## config.mk

```make
export PLATFORM = sky130hd
export DESIGN_NAME = tvl_lookup
export DESIGN_NICKNAME = d
export VERILOG_FILES = /design/src/shared/tvl_pkg.sv /design/src/design/tvl_lookup.sv
export SDC_FILE = /design/constraint.sdc
export NUM_CORES = 1
export LEC_CHECK = 0
export BUFFER_PORTS_ARGS = -buffer_cell sky130_fd_sc_hd__buf_2
export CAP_MARGIN = 25
export CELL_PAD_IN_SITES_DETAIL_PLACEMENT = 1
export CELL_PAD_IN_SITES_GLOBAL_PLACEMENT = 2
export CORE_AREA = 4 4 176 178
export DETAILED_ROUTE_END_ITERATION = 8
export DIE_AREA = 0 0 180 182
export PLACE_DENSITY_LB_ADDON = 0.2
export SYNTH_ARGS = -nofsm -noshare
export SYNTH_HDL_FRONTEND = slang
export SYNTH_SLANG_ARGS = --single-unit
```

## constraint.sdc

```tcl
create_clock -name ref_clk -period 9.35 [get_ports ref_clk]
set_input_delay 1.87 -clock ref_clk [delete_from_list [all_inputs] [get_ports ref_clk]]
set_output_delay 1.87 -clock ref_clk [all_outputs]
set_load 0.005 [all_outputs]
```

## src/shared/tvl_pkg.sv

```systemverilog
// Purpose: constants for the transfer vector lookup block
// Assumes: 20 MHz ref_clk, APB register access
// Notes:   sources are listed in fixed priority order, highest first
package tvl_pkg;
  localparam int          NSRC      = 40;
  localparam int          NEN       = 6;
  localparam logic [15:0] VEC_BASE  = 16'h0400;
  localparam logic [7:0]  RAM_UPPER = 8'hFF;
  localparam int          DESC_WRDS = 3;
  // register map, byte addresses
  localparam logic [7:0]  OFS_EN_A  = 8'h00;
  localparam logic [7:0]  OFS_SWVEC = 8'h18;
  localparam logic [7:0]  OFS_STAT  = 8'h1C;
  localparam logic [7:0]  OFS_DADR  = 8'h20;
  localparam int          SW_FLAG_B = 7;
  localparam logic [7:0]  EN_RST    = 8'h00;
  // vector number of each source, ascending
  localparam logic [6:0] SRC_VEC [NSRC] = '{
    7'h10, 7'h11, 7'h12, 7'h13, 7'h14, 7'h15, 7'h16, 7'h17,
    7'h1C, 7'h20, 7'h21, 7'h22, 7'h23, 7'h28, 7'h29, 7'h2C,
    7'h2D, 7'h30, 7'h31, 7'h32, 7'h33, 7'h38, 7'h39, 7'h3C,
    7'h3D, 7'h40, 7'h41, 7'h44, 7'h45, 7'h48, 7'h49, 7'h4A,
    // last slot is the reserved request line, kept low by its driver
    7'h4B, 7'h51, 7'h52, 7'h55, 7'h56, 7'h59, 7'h5A, 7'h5A};
  // flat enable index: register*8 + (7 - bit)
  localparam logic [5:0] SRC_EN [NSRC] = '{
    6'h00, 6'h01, 6'h02, 6'h03, 6'h04, 6'h05, 6'h06, 6'h07,
    6'h09, 6'h0A, 6'h0B, 6'h0C, 6'h0D, 6'h0E, 6'h0F, 6'h10,
    6'h11, 6'h12, 6'h13, 6'h14, 6'h15, 6'h16, 6'h17, 6'h1A,
    6'h1B, 6'h1C, 6'h1D, 6'h1E, 6'h1F, 6'h20, 6'h21, 6'h22,
    6'h23, 6'h24, 6'h25, 6'h26, 6'h27, 6'h28, 6'h29, 6'h29};
  typedef enum logic [1:0] {
    ST_IDLE = 2'b00,
    ST_VEC  = 2'b01,
    ST_DESC = 2'b10,
    ST_RUN  = 2'b11
  } tvl_state_t;
endpackage : tvl_pkg

```

## src/design/tvl_lookup.sv

```systemverilog
// Purpose: activation vector lookup and descriptor fetch
// Assumes: single clock; memory answers with mem_ack, any latency
// Notes:   transfer execution lives downstream; xfer_end closes a run
//
// Notes on behaviour
// software vector address is 0400 plus seven-bit field shifted left
// hardware vector address is 0400 plus twice the source vector number
// external pins 0-7 use vectors 16-23, enabled by A bits 7-0
// conversion end uses vector 28, enabled by B bit 6
// timer unit matches map to vectors 32-35,40-41,44-45,48-51,56-57,60-61
// byte timer matches use 64,65,68,69; dma ends use 72-75
// serial rx/tx use 81/82, 85/86, 89/90
// software first, then ascending vector number
// read vector entry first, then descriptor from that start address
// software aligns descriptor start to four bytes
// vector entries are two bytes at consecutive even addresses
// vector entry gives low bits of an on-chip RAM address
// enable one routes to controller, zero routes to the processor
// mask level and priority settings do not affect routed requests
// software keeps descriptors inside FFF800 to FFFBFF
// descriptor address is all-ones upper byte above the entry
// winning vector latched at vector read start
module tvl_lookup (
  // clock and reset
  input  wire logic                      ref_clk,
  input  wire logic                      sys_rst,
  // apb slave
  input  wire logic                      psel,
  input  wire logic                      penable,
  input  wire logic                      pwrite,
  input  wire logic [7:0]                paddr,
  input  wire logic [31:0]               pwdata,
  output logic                           pready,
  output logic [31:0]                    prdata,
  output logic                           pslverr,
  // interrupt sources
  input  wire logic [tvl_pkg::NSRC-1:0]  src_req,
  output logic [tvl_pkg::NSRC-1:0]       cpu_irq_r,
  // memory read port
  output logic                           mem_req_r,
  output logic [23:0]                    mem_addr_r,
  output logic                           mem_wide_r,
  input  wire logic                      mem_ack,
  input  wire logic [31:0]               mem_rdata,
  // descriptor out
  output logic [31:0]                    desc_word_r,
  output logic [1:0]                     desc_idx_r,
  output logic                           desc_vld_r,
  output logic                           run_r,
  output logic                           soft_sel_r,
  input  wire logic                      xfer_end
);
  // ----------------------------------------------------------------
  // routing
  // ----------------------------------------------------------------
  logic [7:0]             en_r [tvl_pkg::NEN];
  logic [47:0]            en_flat;
  logic [tvl_pkg::NSRC-1:0] en_map;
  logic [tvl_pkg::NSRC-1:0] pend;

  genvar gi;
  generate
    for (gi = 0; gi < tvl_pkg::NEN; gi++) begin : g_flat
      assign en_flat[gi*8 +: 8] = {en_r[gi][0], en_r[gi][1], en_r[gi][2],
                                   en_r[gi][3], en_r[gi][4], en_r[gi][5],
                                   en_r[gi][6], en_r[gi][7]};
    end
    for (gi = 0; gi < tvl_pkg::NSRC; gi++) begin : g_map
      assign en_map[gi] = en_flat[tvl_pkg::SRC_EN[gi]];
    end
  endgenerate

  // no mask or priority level input exists on purpose
  assign pend = src_req & en_map;

  always_ff @(posedge ref_clk or posedge sys_rst) begin
    if (sys_rst) begin
      cpu_irq_r <= '0;
    end else begin
      cpu_irq_r <= src_req & ~en_map;
    end
  end

  // ----------------------------------------------------------------
  // arbitration
  // ----------------------------------------------------------------
  logic       hw_any;
  logic [6:0] hw_vec;

  always_comb begin
    hw_any = 1'b0;
    hw_vec = 7'h00;
    // lowest index wins: table is in ascending vector order
    for (int i = tvl_pkg::NSRC - 1; i >= 0; i--) begin
      if (pend[i]) begin
        hw_any = 1'b1;
        hw_vec = tvl_pkg::SRC_VEC[i];
      end
    end
  end

  // ----------------------------------------------------------------
  // fetch sequencer
  // ----------------------------------------------------------------
  tvl_pkg::tvl_state_t st_r;
  logic [6:0]  vec_r;
  logic [6:0]  sw_vec_r;
  logic        sw_flag_r;
  logic [23:0] dadr_r;
  logic [1:0]  cnt_r;
  logic        start;
  logic [15:0] vaddr;

  assign start = (st_r == tvl_pkg::ST_IDLE) && (sw_flag_r || hw_any);
  // two-byte entries at even addresses
  assign vaddr = tvl_pkg::VEC_BASE + {8'h00, vec_r, 1'b0};

  always_ff @(posedge ref_clk or posedge sys_rst) begin
    if (sys_rst) begin
      st_r        <= tvl_pkg::ST_IDLE;
      vec_r       <= 7'h00;
      soft_sel_r  <= 1'b0;
      dadr_r      <= 24'h000000;
      cnt_r       <= 2'b00;
      mem_req_r   <= 1'b0;
      mem_addr_r  <= 24'h000000;
      mem_wide_r  <= 1'b0;
      desc_word_r <= 32'h00000000;
      desc_idx_r  <= 2'b00;
      desc_vld_r  <= 1'b0;
      run_r       <= 1'b0;
    end else begin
      desc_vld_r <= 1'b0;
      case (st_r)
        tvl_pkg::ST_IDLE: begin
          if (start) begin
            // latched here so late requests cannot redirect
            vec_r      <= sw_flag_r ? sw_vec_r : hw_vec;
            soft_sel_r <= sw_flag_r;
            st_r       <= tvl_pkg::ST_VEC;
          end
        end
        tvl_pkg::ST_VEC: begin
          mem_req_r  <= 1'b1;
          mem_wide_r <= 1'b0;
          mem_addr_r <= {8'h00, vaddr};
          if (mem_req_r && mem_ack) begin
            // entry is the low 16 bits of an on-chip RAM address
            dadr_r     <= {tvl_pkg::RAM_UPPER, mem_rdata[15:0]};
            mem_addr_r <= {tvl_pkg::RAM_UPPER, mem_rdata[15:0]};
            mem_wide_r <= 1'b1;
            cnt_r      <= 2'b00;
            st_r       <= tvl_pkg::ST_DESC;
          end
        end
        tvl_pkg::ST_DESC: begin
          if (mem_ack) begin
            desc_word_r <= mem_rdata;
            desc_idx_r  <= cnt_r;
            desc_vld_r  <= 1'b1;
            // longword steps rely on four-byte aligned start
            mem_addr_r  <= mem_addr_r + 24'h000004;
            cnt_r       <= cnt_r + 2'b01;
            if (cnt_r == 2'(tvl_pkg::DESC_WRDS - 1)) begin
              mem_req_r <= 1'b0;
              run_r     <= 1'b1;
              st_r      <= tvl_pkg::ST_RUN;
            end
          end
        end
        tvl_pkg::ST_RUN: begin
          if (xfer_end) begin
            run_r <= 1'b0;
            st_r  <= tvl_pkg::ST_IDLE;
          end
        end
        default: st_r <= tvl_pkg::ST_IDLE;
      endcase
    end
  end

  // ----------------------------------------------------------------
  // apb registers
  // ----------------------------------------------------------------
  logic        setup;
  logic        wr_go;
  logic [2:0]  en_sel;
  logic        en_hit;
  logic        sw_clr;

  assign setup  = psel && !penable;
  assign wr_go  = psel && penable && pready && pwrite;
  assign en_sel = paddr[4:2];
  assign en_hit = (paddr[7:5] == 3'b000) && (en_sel < 3'd6)
                  && (paddr[1:0] == 2'b00);
  assign sw_clr = (st_r == tvl_pkg::ST_RUN) && xfer_end && soft_sel_r;

  always_ff @(posedge ref_clk or posedge sys_rst) begin
    if (sys_rst) begin
      for (int i = 0; i < tvl_pkg::NEN; i++) begin
        en_r[i] <= tvl_pkg::EN_RST;
      end
    end else if (wr_go && en_hit) begin
      en_r[en_sel] <= pwdata[7:0];
    end
  end

  // a write that sets the flag beats the end-of-run clear
  always_ff @(posedge ref_clk or posedge sys_rst) begin
    if (sys_rst) begin
      sw_flag_r <= 1'b0;
      sw_vec_r  <= 7'h00;
    end else if (wr_go && paddr == tvl_pkg::OFS_SWVEC) begin
      sw_vec_r  <= pwdata[6:0];
      sw_flag_r <= pwdata[tvl_pkg::SW_FLAG_B] || (sw_flag_r && !sw_clr);
    end else if (sw_clr) begin
      sw_flag_r <= 1'b0;
    end
  end

  always_ff @(posedge ref_clk or posedge sys_rst) begin
    if (sys_rst) begin
      pready  <= 1'b0;
      prdata  <= 32'h00000000;
      pslverr <= 1'b0;
    end else begin
      pready  <= setup;
      pslverr <= 1'b0;
      if (setup) begin
        prdata <= 32'h00000000;
        if (en_hit) begin
          prdata <= {24'h000000, en_r[en_sel]};
        end else if (paddr == tvl_pkg::OFS_SWVEC) begin
          prdata <= {24'h000000, sw_flag_r, sw_vec_r};
        end else if (paddr == tvl_pkg::OFS_STAT) begin
          prdata <= {21'h000000, soft_sel_r, st_r, 1'b0, vec_r};
        end else if (paddr == tvl_pkg::OFS_DADR) begin
          prdata <= {8'h00, dadr_r};
        end else begin
          pslverr <= 1'b1;
        end
      end
    end
  end
endmodule : tvl_lookup

```

==> results.sh, run 1 <==
export IMPL_rsz0062_at_grt="no"
export IMPL_hold_class="reg2reg"
export IMPL_path_class="in2reg"
export IMPL_cp_end_kind="flip-flop"
export IMPL_first_iter_violations=401
export IMPL_synthesis_area_sq_mm=0.00964
export IMPL_cts_resized=0
export IMPL_dp_cells=1485
export IMPL_hold_buffers=0
export IMPL_combPwrFrac_pct=25.0
export IMPL_post_route_period_util_pct=41.5
export IMPL_power_mw=3.06
export IMPL_cts_max_level=1
export IMPL_area_growth_pct=24.6
export IMPL_numClockSinks=206
export IMPL_totalWireLength_microns=31800
export IMPL_gp_congestion=0.798
export IMPL_critical_path_arrival_ps=4290
export IMPL_synth_edf_count=0
export IMPL_syn_area_per_cell_sq_um=10.5
export IMPL_hpwl_microns=23300
export IMPL_io_pins=256
export IMPL_ys_top_cells_by_area="dfrtp_1 (53%), mux2_2 (9.5%), nand2_1 (7.5%), nor2b_1 (2.8%), a21oi_1 (2.3%)"
export IMPL_drive_above_1_share_pct=32.6
export IMPL_antenna_found_initial=4
export IMPL_rows=63
export IMPL_yosysMostFrequentCell="dfrtp_1"
export IMPL_first_pass_iters=4
export IMPL_grt_pass1_vias=8310
export IMPL_drc=0
export IMPL_crit_path_start_kind="input pin"
export IMPL_irDropWorstVdd_mv=0.133
export IMPL_drt_wirelength_per_cell_microns=20.7
export IMPL_slew_viol_final=0
export IMPL_fin_nets=1250
export IMPL_ctsLongestPathBuffers=3
export IMPL_status="finished, final reports clean"
export IMPL_synth_commonest_cells="dfrtp_1 (206), nand2_1 (192), mux2_2 (81)"
export IMPL_p_sw_uw=983
export IMPL_cts_made_buffers=26
export IMPL_syn_inst=914
export IMPL_grt_remaining_overflow=0
export IMPL_synth_main_ff_cell="dfrtp_1"
export IMPL_ys_seq_elements=206
export IMPL_synth_top_area_share_pct=53.5
export IMPL_chipHeight_microns=182
export IMPL_fmax_mhz=258
export IMPL_cts_root_buf="clkbuf_16"
export IMPL_ys_seq_area_share_pct=53.5
export IMPL_cp_max_fo=12
export IMPL_period_minus_slack_ps=3880
export IMPL_holdWs_ps=469
export IMPL_power_per_cell_area_mw_per_mm2=255
export IMPL_maxSlewHeadroom_pct=40.0
export IMPL_maxCapViolCount=0
export IMPL_postPlaceCellArea_sq_mm=0.0110
export IMPL_hold_violations=0
export IMPL_yosysWarnings=0
export IMPL_io_buffers=223
export IMPL_seq_power_share_pct=40.5
export IMPL_fin_skew_ps=7.38
export IMPL_stdcell_count=1536
export IMPL_die_w_microns=180
export IMPL_tightest_slew_ps=898
export IMPL_p_int_mw=2.07
export IMPL_p_clk_share_pct=34.5
export IMPL_finalSetupViolCount=0
export IMPL_clkLatencyLatePin_ps=530
export IMPL_synthArstFlopShare_pct=100
export IMPL_p_sw_share_pct=32.1
export IMPL_worst_ep_required_time_ps=9760
export IMPL_cts_tree="done"
export IMPL_synth_cell_types=61
export IMPL_grt_start_max_net_pins=135
export IMPL_core_area_sq_mm=0.0294
export IMPL_grt_pass1_wl_microns=50200
export IMPL_clk_pin_slew_ps=60
export IMPL_track_usage_pct=19.2
export IMPL_fin_area_sq_mm=0.0120
export IMPL_die_area_sq_mm=0.0328
export IMPL_yosysTopAreaCell="dfrtp_1"
export IMPL_num_vias=7828
export IMPL_viasPerCell=5.10
export IMPL_postRouteAntennaNets=0
export IMPL_post_cts_buffers=0
export IMPL_initial_core_util_pct=32.8
export IMPL_p_leak_nw=5.97
export IMPL_fin_setup_tns_ps=0
flip-flops by register name, indices dropped and copies added (netlist names), 7 cells and up:
name,count
dadr_r,17
sw_vec_r,7
desc_word_r,32
vec_r,7
cpu_irq_r,40
mem_addr_r,24
en_flat,48
prdata,17
cells in the final DEF, fill, tap and decap left out, types with 5 or more instances in the layout:
| cell | instances |
|---|---|
| buf_2 | 223 |
| a22o_1 | 8 |
| mux2_2 | 81 |
| clkbuf_1 | 5 |
| and3_1 | 6 |
| a21o_1 | 11 |
| nor2_1 | 30 |
| a211oi_1 | 5 |
| inv_1 | 19 |
| nand2b_1 | 6 |
| buf_4 | 7 |
| a21oi_1 | 45 |
| mux4_2 | 8 |
| ha_1 | 6 |
| o22ai_1 | 14 |
| conb_1 | 8 |
| clkbuf_16 | 27 |
| nand2_1 | 192 |
| dfrtp_1 | 206 |
| a221oi_1 | 20 |
| a22oi_1 | 15 |
| a31oi_1 | 13 |
| nand4_1 | 10 |
| nor2b_1 | 43 |
| o21ai_0 | 45 |
| nand3_1 | 17 |
| clkinv_2 | 6 |
stage by stage:
step,setup WS [ps],util [%]
after floorplan,1860,-
after global placement,4940,37.6
after detailed placement,4940,37.6
after CTS,5460,40.6
after global routing,5300,40.9
final,5470,40.9
worst max-delay path, cell delays in order:
cell and delay, ps:
buf_2 100, nor4_1 390, and2b_1 460, a21boi_4 410
nand3b_4 150, nor3b_4 500, mux2_2 400
routing by layer:
| metal | GRT usage [%] | wire length (microns) |
|---|---|---|
| met5 | 0 | 11 |
| met4 | 4.75 | 561 |
| met3 | 3.31 | 1410 |
| met2 | 31.2 | 15200 |
| met1 | 26.9 | 14600 |
power groups by stage:
stage | Combinational, mW | Clock, mW | Sequential [mW]
floorplan | 0.460 | 0 | 1.23
global placement | 0.759 | 0 | 1.25
CTS | 0.781 | 1.09 | 1.24
detailed placement | 0.776 | 0 | 1.26
global route | 0.875 | 1.13 | 1.27
finish | 0.765 | 1.06 | 1.24
worst paths after layout:
check	to	cells past startpoint	from	slack, ps
setup / recovery	en_flat[34]	7	paddr[6]	5470
hold / removal	desc_word_r[11]	2	desc_word_r[11]	470
setup reg to reg	soft_sel_r	6	en_flat[31]	6710
hold reg to reg	desc_word_r[11]	2	desc_word_r[11]	470
max in group asynchronous	en_flat[31]	5	sys_rst	6650
min in group asynchronous	cpu_irq_r[13]	2	sys_rst	1270
final cells by class:
| type | count | area, sq um |
|---|---|---|
| fill | 3367 | 17400 |
| sequential | 206 | 5150 |
| multi-input combinational | 639 | 4160 |
| timing repair buffer | 232 | 1220 |
| clock buffer | 36 | 749 |
| tap | 390 | 488 |
| clock inverter | 10 | 150 |
| inverter | 20 | 82.6 |
| antenna | 3 | 7.51 |
logic make-up (layout without fill, tap and decap cells):
kind of cell | count (synthesis) | in the layout | synth area share (%)
flops | 206 | 206 | 53.5
compound gates | 201 | 201 | 13.8
mux | 92 | 92 | 11.7
simple gates | 332 | 332 | 16.6
buf+inv | 76 | 298 | 3.69
other cells | 1 | 11 | 0.0389
fa+ha+maj | 6 | 6 | 0.779
Power figures use the tool's default switching activity.
==> run 2, diff against run 1 <==
--- a/config.mk
+++ b/config.mk
@@ -5,13 +5,14 @@
 export SDC_FILE = /design/constraint.sdc
 export NUM_CORES = 1
 export LEC_CHECK = 0
+export ABC_AREA = 1
 export BUFFER_PORTS_ARGS = -buffer_cell sky130_fd_sc_hd__buf_2
 export CAP_MARGIN = 25
 export CELL_PAD_IN_SITES_DETAIL_PLACEMENT = 1
 export CELL_PAD_IN_SITES_GLOBAL_PLACEMENT = 2
-export CORE_AREA = 4 4 176 178
+export CORE_AREA = 4 4 183 185
 export DETAILED_ROUTE_END_ITERATION = 8
-export DIE_AREA = 0 0 180 182
+export DIE_AREA = 0 0 187 189
 export PLACE_DENSITY_LB_ADDON = 0.2
 export SYNTH_ARGS = -nofsm -noshare
 export SYNTH_HDL_FRONTEND = slang
==> constraint.sdc (replaced) <==
create_clock -name ref_clk -period 3.8 [get_ports ref_clk]
set_input_delay 0.76 -clock ref_clk [delete_from_list [all_inputs] [get_ports ref_clk]]
set_output_delay 0.76 -clock ref_clk [all_outputs]
set_load 0.005 [all_outputs]
==> results.sh, run 2 <==
export IMPL_status="finished, final reports clean"
export IMPL_rsz0062_at_grt="no"
export IMPL_fin_util_pct=37.3
export IMPL_critPathLaunch="st_r[0]"
export IMPL_syn_inst=1161
export IMPL_wl_met3_microns=1450
export IMPL_clk_pin_slew_ps=60
export IMPL_wl_met2_microns=16600
export IMPL_yosysTopAreaCell="dfrtp_1"
export IMPL_post_cts_buffers=0
export IMPL_maxSlewHeadroom_pct=50.3
export IMPL_hold_buffers=0
export IMPL_grt_remaining_overflow=0
export IMPL_post_place_ws_ps=644
export IMPL_viasPerCell=4.73
export IMPL_yosysMostFrequentCell="nand2_1"
export IMPL_synth_main_ff_cell="dfrtp_1"
export IMPL_maxCapViolCount=0
export IMPL_p_leak_nw=6.23
export IMPL_setup_slack_ps=1010
export IMPL_drt_wirelength_per_cell_microns=18.5
export IMPL_r2r_cells=10
export IMPL_worst_ep_required_time_ps=4200
export IMPL_hpwl_microns=25200
export IMPL_critical_path_arrival_ps=3190
export IMPL_synth_commonest_cells="nand2_1 (352), dfrtp_1 (206), o21ai_0 (149)"
export IMPL_cts_root_buf="clkbuf_16"
export IMPL_synthesis_area_sq_mm=0.00949
export IMPL_synth_edf_count=0
export IMPL_top_layer="met5"
export IMPL_ys_seq_area_share_pct=54.3
export IMPL_ctsLongestPathBuffers=3
export IMPL_grt_pass1_vias=8843
export IMPL_synthArstFlopShare_pct=100
export IMPL_irDropWorstVdd_mv=0.303
export IMPL_cp_max_fo=22
export IMPL_layout_commonest_cell="nand2_1"
export IMPL_postRouteAntennaNets=0
export IMPL_cp_end_kind="flip-flop"
export IMPL_fin_nets=1512
export IMPL_worstReg2RegStart="st_r[0]"
export IMPL_cts_resized=0
export IMPL_post_route_period_util_pct=73.4
export IMPL_largest_register_ffs=48
export IMPL_fin_skew_ps=21.9
export IMPL_first_pass_iters=5
export IMPL_synth_cell_types=42
export IMPL_r2r_end="cnt_r[0]"
export IMPL_fmax_mhz=359
export IMPL_initial_core_util_pct=29.6
export IMPL_area_growth_pct=25.8
export IMPL_period_minus_slack_ps=2790
export IMPL_ys_seq_elements=206
export IMPL_synth_top_area_share_pct=54.3
export IMPL_grt_pass1_wl_microns=51500
export IMPL_gp_congestion=0.804
export IMPL_antenna_found_initial=2
export IMPL_slew_viol_final=0
export IMPL_io_pins=256
export IMPL_io_buffers=223
export IMPL_chipHeight_microns=189
export IMPL_rrSetupSlack_ps=1010
export IMPL_grt_start_max_net_pins=86
export IMPL_numClockSinks=206
export IMPL_track_usage_pct=18.3
export IMPL_die_area_sq_mm=0.0353
export IMPL_cts_max_level=1
export IMPL_first_iter_violations=378
export IMPL_path_class="reg2reg"
export IMPL_rows=66
export IMPL_drive_above_1_share_pct=22.1
export IMPL_yosysWarnings=0
export IMPL_die_w_microns=187
export IMPL_met1_length_microns=14900
export IMPL_power_per_cell_area_mw_per_mm2=629
export IMPL_fin_setup_tns_ps=0
export IMPL_crit_path_start_kind="flip-flop"
export IMPL_num_vias=8576
export IMPL_drc=0
export IMPL_totalWireLength_microns=33500
export IMPL_hold_violations=0
export IMPL_syn_area_per_cell_sq_um=8.18
export IMPL_core_area_sq_mm=0.0320
export IMPL_finalSetupViolCount=0
export IMPL_tightest_slew_ps=743
export IMPL_clkLatencyLatePin_ps=540
export IMPL_ys_top_cells_by_area="dfrtp_1 (54%), nand2_1 (14%), o21ai_0 (7.9%), inv_1 (5.4%), nor2_1 (4.0%)"
export IMPL_mostFrequentLayoutCells="nand2_1 (352), buf_2 (223), dfrtp_1 (206)"
export IMPL_cts_tree="done"
export IMPL_cts_made_buffers=26
export IMPL_hold_class="in2async"
==> run 2: cell count changes after synthesis, sizes merged, moves of 14 or more <==
cell and change:
a221oi -14, inv +127, mux2 -82, o21ai +106, nor2b -43, nand2 +159, nor2 +76
==> run 2: how the worst max path moves through the flow <==
stage                    end  cells past startpoint
3_3_place_gp     en_flat[12]                     11
5_1_grt        mem_addr_r[5]                     10
4_1_cts             cnt_r[0]                     10
3_5_place_dp     en_flat[44]                     10
6_report            cnt_r[0]                     10
2_1_floorplan       cnt_r[0]                      1
==> run 2: logic make-up after synthesis <==
group	share of synthesized area, %
other	0.0395
xor gates and xnor gates	0.185
adders and majority gates	0.791
AOI/OAI and AO/OA	14.8
and+or+nand+nor	21.4
DFF	54.3
buffers and inverters	8.44
==> run 2: cell type report <==
type	count	area (sq um)
timing repair buffer	238	1250
clock inverter	15	180
multi-input combinational	765	3560
tap	408	510
sequential	206	5150
inverter	150	567
clock buffer	31	711
fill	3899	20100
antenna	1	2.50
==> run 2: layer usage <==
metal	up-vias	GRT usage [%]
li1	4172	-
met1	4183	24.1
met2	184	32.0
met3	35	3.10
met4	2	3.98
met5	-	0
==> run 2: worst max-delay path: stages, from the launching register on <==
cell     delay, ps
dfrtp_1        430
inv_1          100
ha_1           450
nand2_1        490
inv_1          190
nor2_1          60
buf_4          220
inv_1          410
nand2_1        140
nand2_1         80
o21ai_0         80
==> run 2: report_power, final <==
group / switching, mW / leakage (nW) / internal [mW]
logic: 1.21 / 3.16 / 0.714
clock network: 0.992 / 0.441 / 1.60
registers: 0.326 / 2.62 / 2.68
total: 2.52 / 6.23 / 4.99
==> run 2: through the flow <==
step,hold slack (ps),instances,power (mW),area [sq um]
floorplan,420,1168,4.12,9520
global placement,432,1767,4.94,11000
detailed placement,447,1767,5.01,11000
CTS,283,1813,7.65,11900
global route,309,1814,8.05,11900
finish,282,1814,7.51,11900
==> run 3, diff against run 2 <==
--- a/config.mk
+++ b/config.mk
@@ -5,14 +5,14 @@
 export SDC_FILE = /design/constraint.sdc
 export NUM_CORES = 1
 export LEC_CHECK = 0
-export ABC_AREA = 1
+export ABC_AREA = 0
 export BUFFER_PORTS_ARGS = -buffer_cell sky130_fd_sc_hd__buf_2
 export CAP_MARGIN = 25
 export CELL_PAD_IN_SITES_DETAIL_PLACEMENT = 1
 export CELL_PAD_IN_SITES_GLOBAL_PLACEMENT = 2
-export CORE_AREA = 4 4 183 185
+export CORE_AREA = 4 4 176 178
 export DETAILED_ROUTE_END_ITERATION = 8
-export DIE_AREA = 0 0 187 189
+export DIE_AREA = 0 0 180 182
 export PLACE_DENSITY_LB_ADDON = 0.2
 export SYNTH_ARGS = -nofsm -noshare
 export SYNTH_HDL_FRONTEND = slang
==> constraint.sdc (replaced) <==
create_clock -name ref_clk -period 2.7 [get_ports ref_clk]
set_input_delay 0.54 -clock ref_clk [delete_from_list [all_inputs] [get_ports ref_clk]]
set_output_delay 0.54 -clock ref_clk [all_outputs]
set_load 0.005 [all_outputs]
==> results.sh, run 3 (synthesis gave the netlist of run 1 again) <==
export IMPL_slew_viol_final=0
export IMPL_drc=0
export IMPL_tightest_slew_ps=907
export IMPL_rrSetupSlack_ps=380
export IMPL_numClockSinks=206
export IMPL_cts_max_level=1
export IMPL_totalWireLength_microns=32300
export IMPL_crit_path_start_kind="flip-flop"
export IMPL_cpPeakStageDelay_ps=450
export IMPL_period_minus_slack_ps=2320
export IMPL_die_area_sq_mm=0.0328
export IMPL_fin_nets=1285
export IMPL_die_w_microns=180
export IMPL_first_iter_violations=418
export IMPL_post_cts_buffers=0
export IMPL_cp_max_fo=5
export IMPL_gp_congestion=0.808
export IMPL_postRouteAntennaNets=0
export IMPL_cp_end_kind="flip-flop"
export IMPL_core_area_sq_mm=0.0294
export IMPL_hold_buffers=0
export IMPL_cts_tree="done"
export IMPL_drive_above_1_share_pct=34.7
export IMPL_status="finished, final reports clean"
export IMPL_hpwl_microns=24800
export IMPL_worstReg2RegStart="en_flat[38]"
export IMPL_cts_made_buffers=26
export IMPL_irDropWorstVdd_mv=0.467
export IMPL_area_growth_pct=27.9
export IMPL_grt_remaining_overflow=0
export IMPL_rsz0062_at_grt="no"
export IMPL_crit_slowest_cell="o311ai_0"
export IMPL_layout_commonest_cell="buf_2"
export IMPL_hold_violations=0
export IMPL_maxSlewHeadroom_pct=39.5
export IMPL_p_leak_nw=6.17
export IMPL_io_buffers=223
export IMPL_r2r_cells=7
export IMPL_chipHeight_microns=182
export IMPL_power_mw=10.7
export IMPL_fin_util_pct=41.9
export IMPL_maxCapViolCount=0
export IMPL_drt_wirelength_per_cell_microns=20.5
export IMPL_finalSetupViolCount=0
export IMPL_grt_pass1_wl_microns=50800
export IMPL_post_place_ws_ps=165
export IMPL_critPathLaunch="en_flat[38]"
export IMPL_grt_pass1_vias=8520
export IMPL_fin_skew_ps=11.8
export IMPL_ctsLongestPathBuffers=3
export IMPL_worst_ep_required_time_ps=3100
export IMPL_io_pins=256
export IMPL_path_class="reg2reg"
export IMPL_setup_slack_ps=380
export IMPL_cts_resized=0
export IMPL_track_usage_pct=19.2
export IMPL_largest_register_ffs=48
export IMPL_hold_class="in2async"
export IMPL_fmax_mhz=431
export IMPL_critical_path_arrival_ps=2720
export IMPL_cts_root_buf="clkbuf_16"
export IMPL_crit_chain="a22oi_1 > nand4_1 > and3b_1 > o311ai_0 > buf_4 > a21oi_1 > mux2_2"
export IMPL_antenna_found_initial=2
export IMPL_post_route_period_util_pct=85.9
export IMPL_first_pass_iters=4
export IMPL_cp_top_family="compound AO/OA/AOI/OAI gates"
export IMPL_power_per_cell_area_mw_per_mm2=868
export IMPL_grt_start_max_net_pins=40
export IMPL_nFillCells=3297
export IMPL_viasPerCell=5.13
export IMPL_rows=63
export IMPL_cp_depth=7
export IMPL_cp_endpoint="vec_r[4]"
export IMPL_clk_pin_slew_ps=50
export IMPL_mostFrequentLayoutCells="buf_2 (223), dfrtp_1 (206), nand2_1 (192)"
export IMPL_cp_num_buf_inv=1
export IMPL_initial_core_util_pct=32.8
export IMPL_clkLatencyLatePin_ps=520
export IMPL_r2r_end="vec_r[4]"
export IMPL_num_vias=8061
run 3: cell types whose count changed in the layout (fill, tap and decap cells not counted), sizes merged, moves of 43 or more:
cell | previous run | this run
nand2 | 352 | 193
inv | 146 | 20
o21ai | 152 | 46
mux2 | 0 | 82
nor2 | 107 | 31
nor2b | 0 | 43
run 3: where the power goes:
group	internal [mW]	switching [mW]	total [mW]
combinational	1.21	1.57	2.78
sequential	3.76	0.527	4.29
clock	2.29	1.35	3.64
run 3: metal layers:
layer  global-route usage (%)  vias to the layer above  wire, microns
li1                         -                     3742              -
met1                     25.9                     4077          14500
met2                     32.6                      196          15600
met3                     3.37                       44           1410
met4                     4.48                        2            775
met5                        0                        -             20
run 3: through the flow:
stage	cell area [sq um]	hold WS, ps	cells	TNS (ps)
2_1_floorplan	9670	435	921	-105530
3_3_place_gp	11400	453	1522	0
3_5_place_dp	11400	458	1522	0
4_1_cts	12300	185	1570	0
5_1_grt	12300	203	1571	0
6_report	12300	179	1571	0
run 3: area by class of cell:
class	instances	area [sq um]	area share, %
inverter	20	78.8	0.639
antenna	1	2.50	0.0203
sequential	206	5150	41.8
multi-input combinational	639	4160	33.7
clock inverter	13	169	1.37
clock buffer	35	736	5.97
tap	390	488	3.96
timing repair buffer	267	1550	12.5
run 3: worst reg2reg max path: stages, from the launching register on:
cell,delay (ps)
dfrtp_1,440
a22oi_1,310
nand4_1,250
and3b_1,250
o311ai_0,450
buf_4,190
a21oi_1,60
mux2_2,270
run 3: worst min path at each step:
stage | endpoint | start | cells after the start
global placement | desc_word_r[12] | desc_word_r[12] | 2
global route | en_flat[28] | sys_rst | 2
detailed placement | desc_word_r[12] | desc_word_r[12] | 2
CTS | cpu_irq_r[14] | sys_rst | 2
finish | cpu_irq_r[14] | sys_rst | 2
floorplan | dadr_r[16] | dadr_r[16] | 1
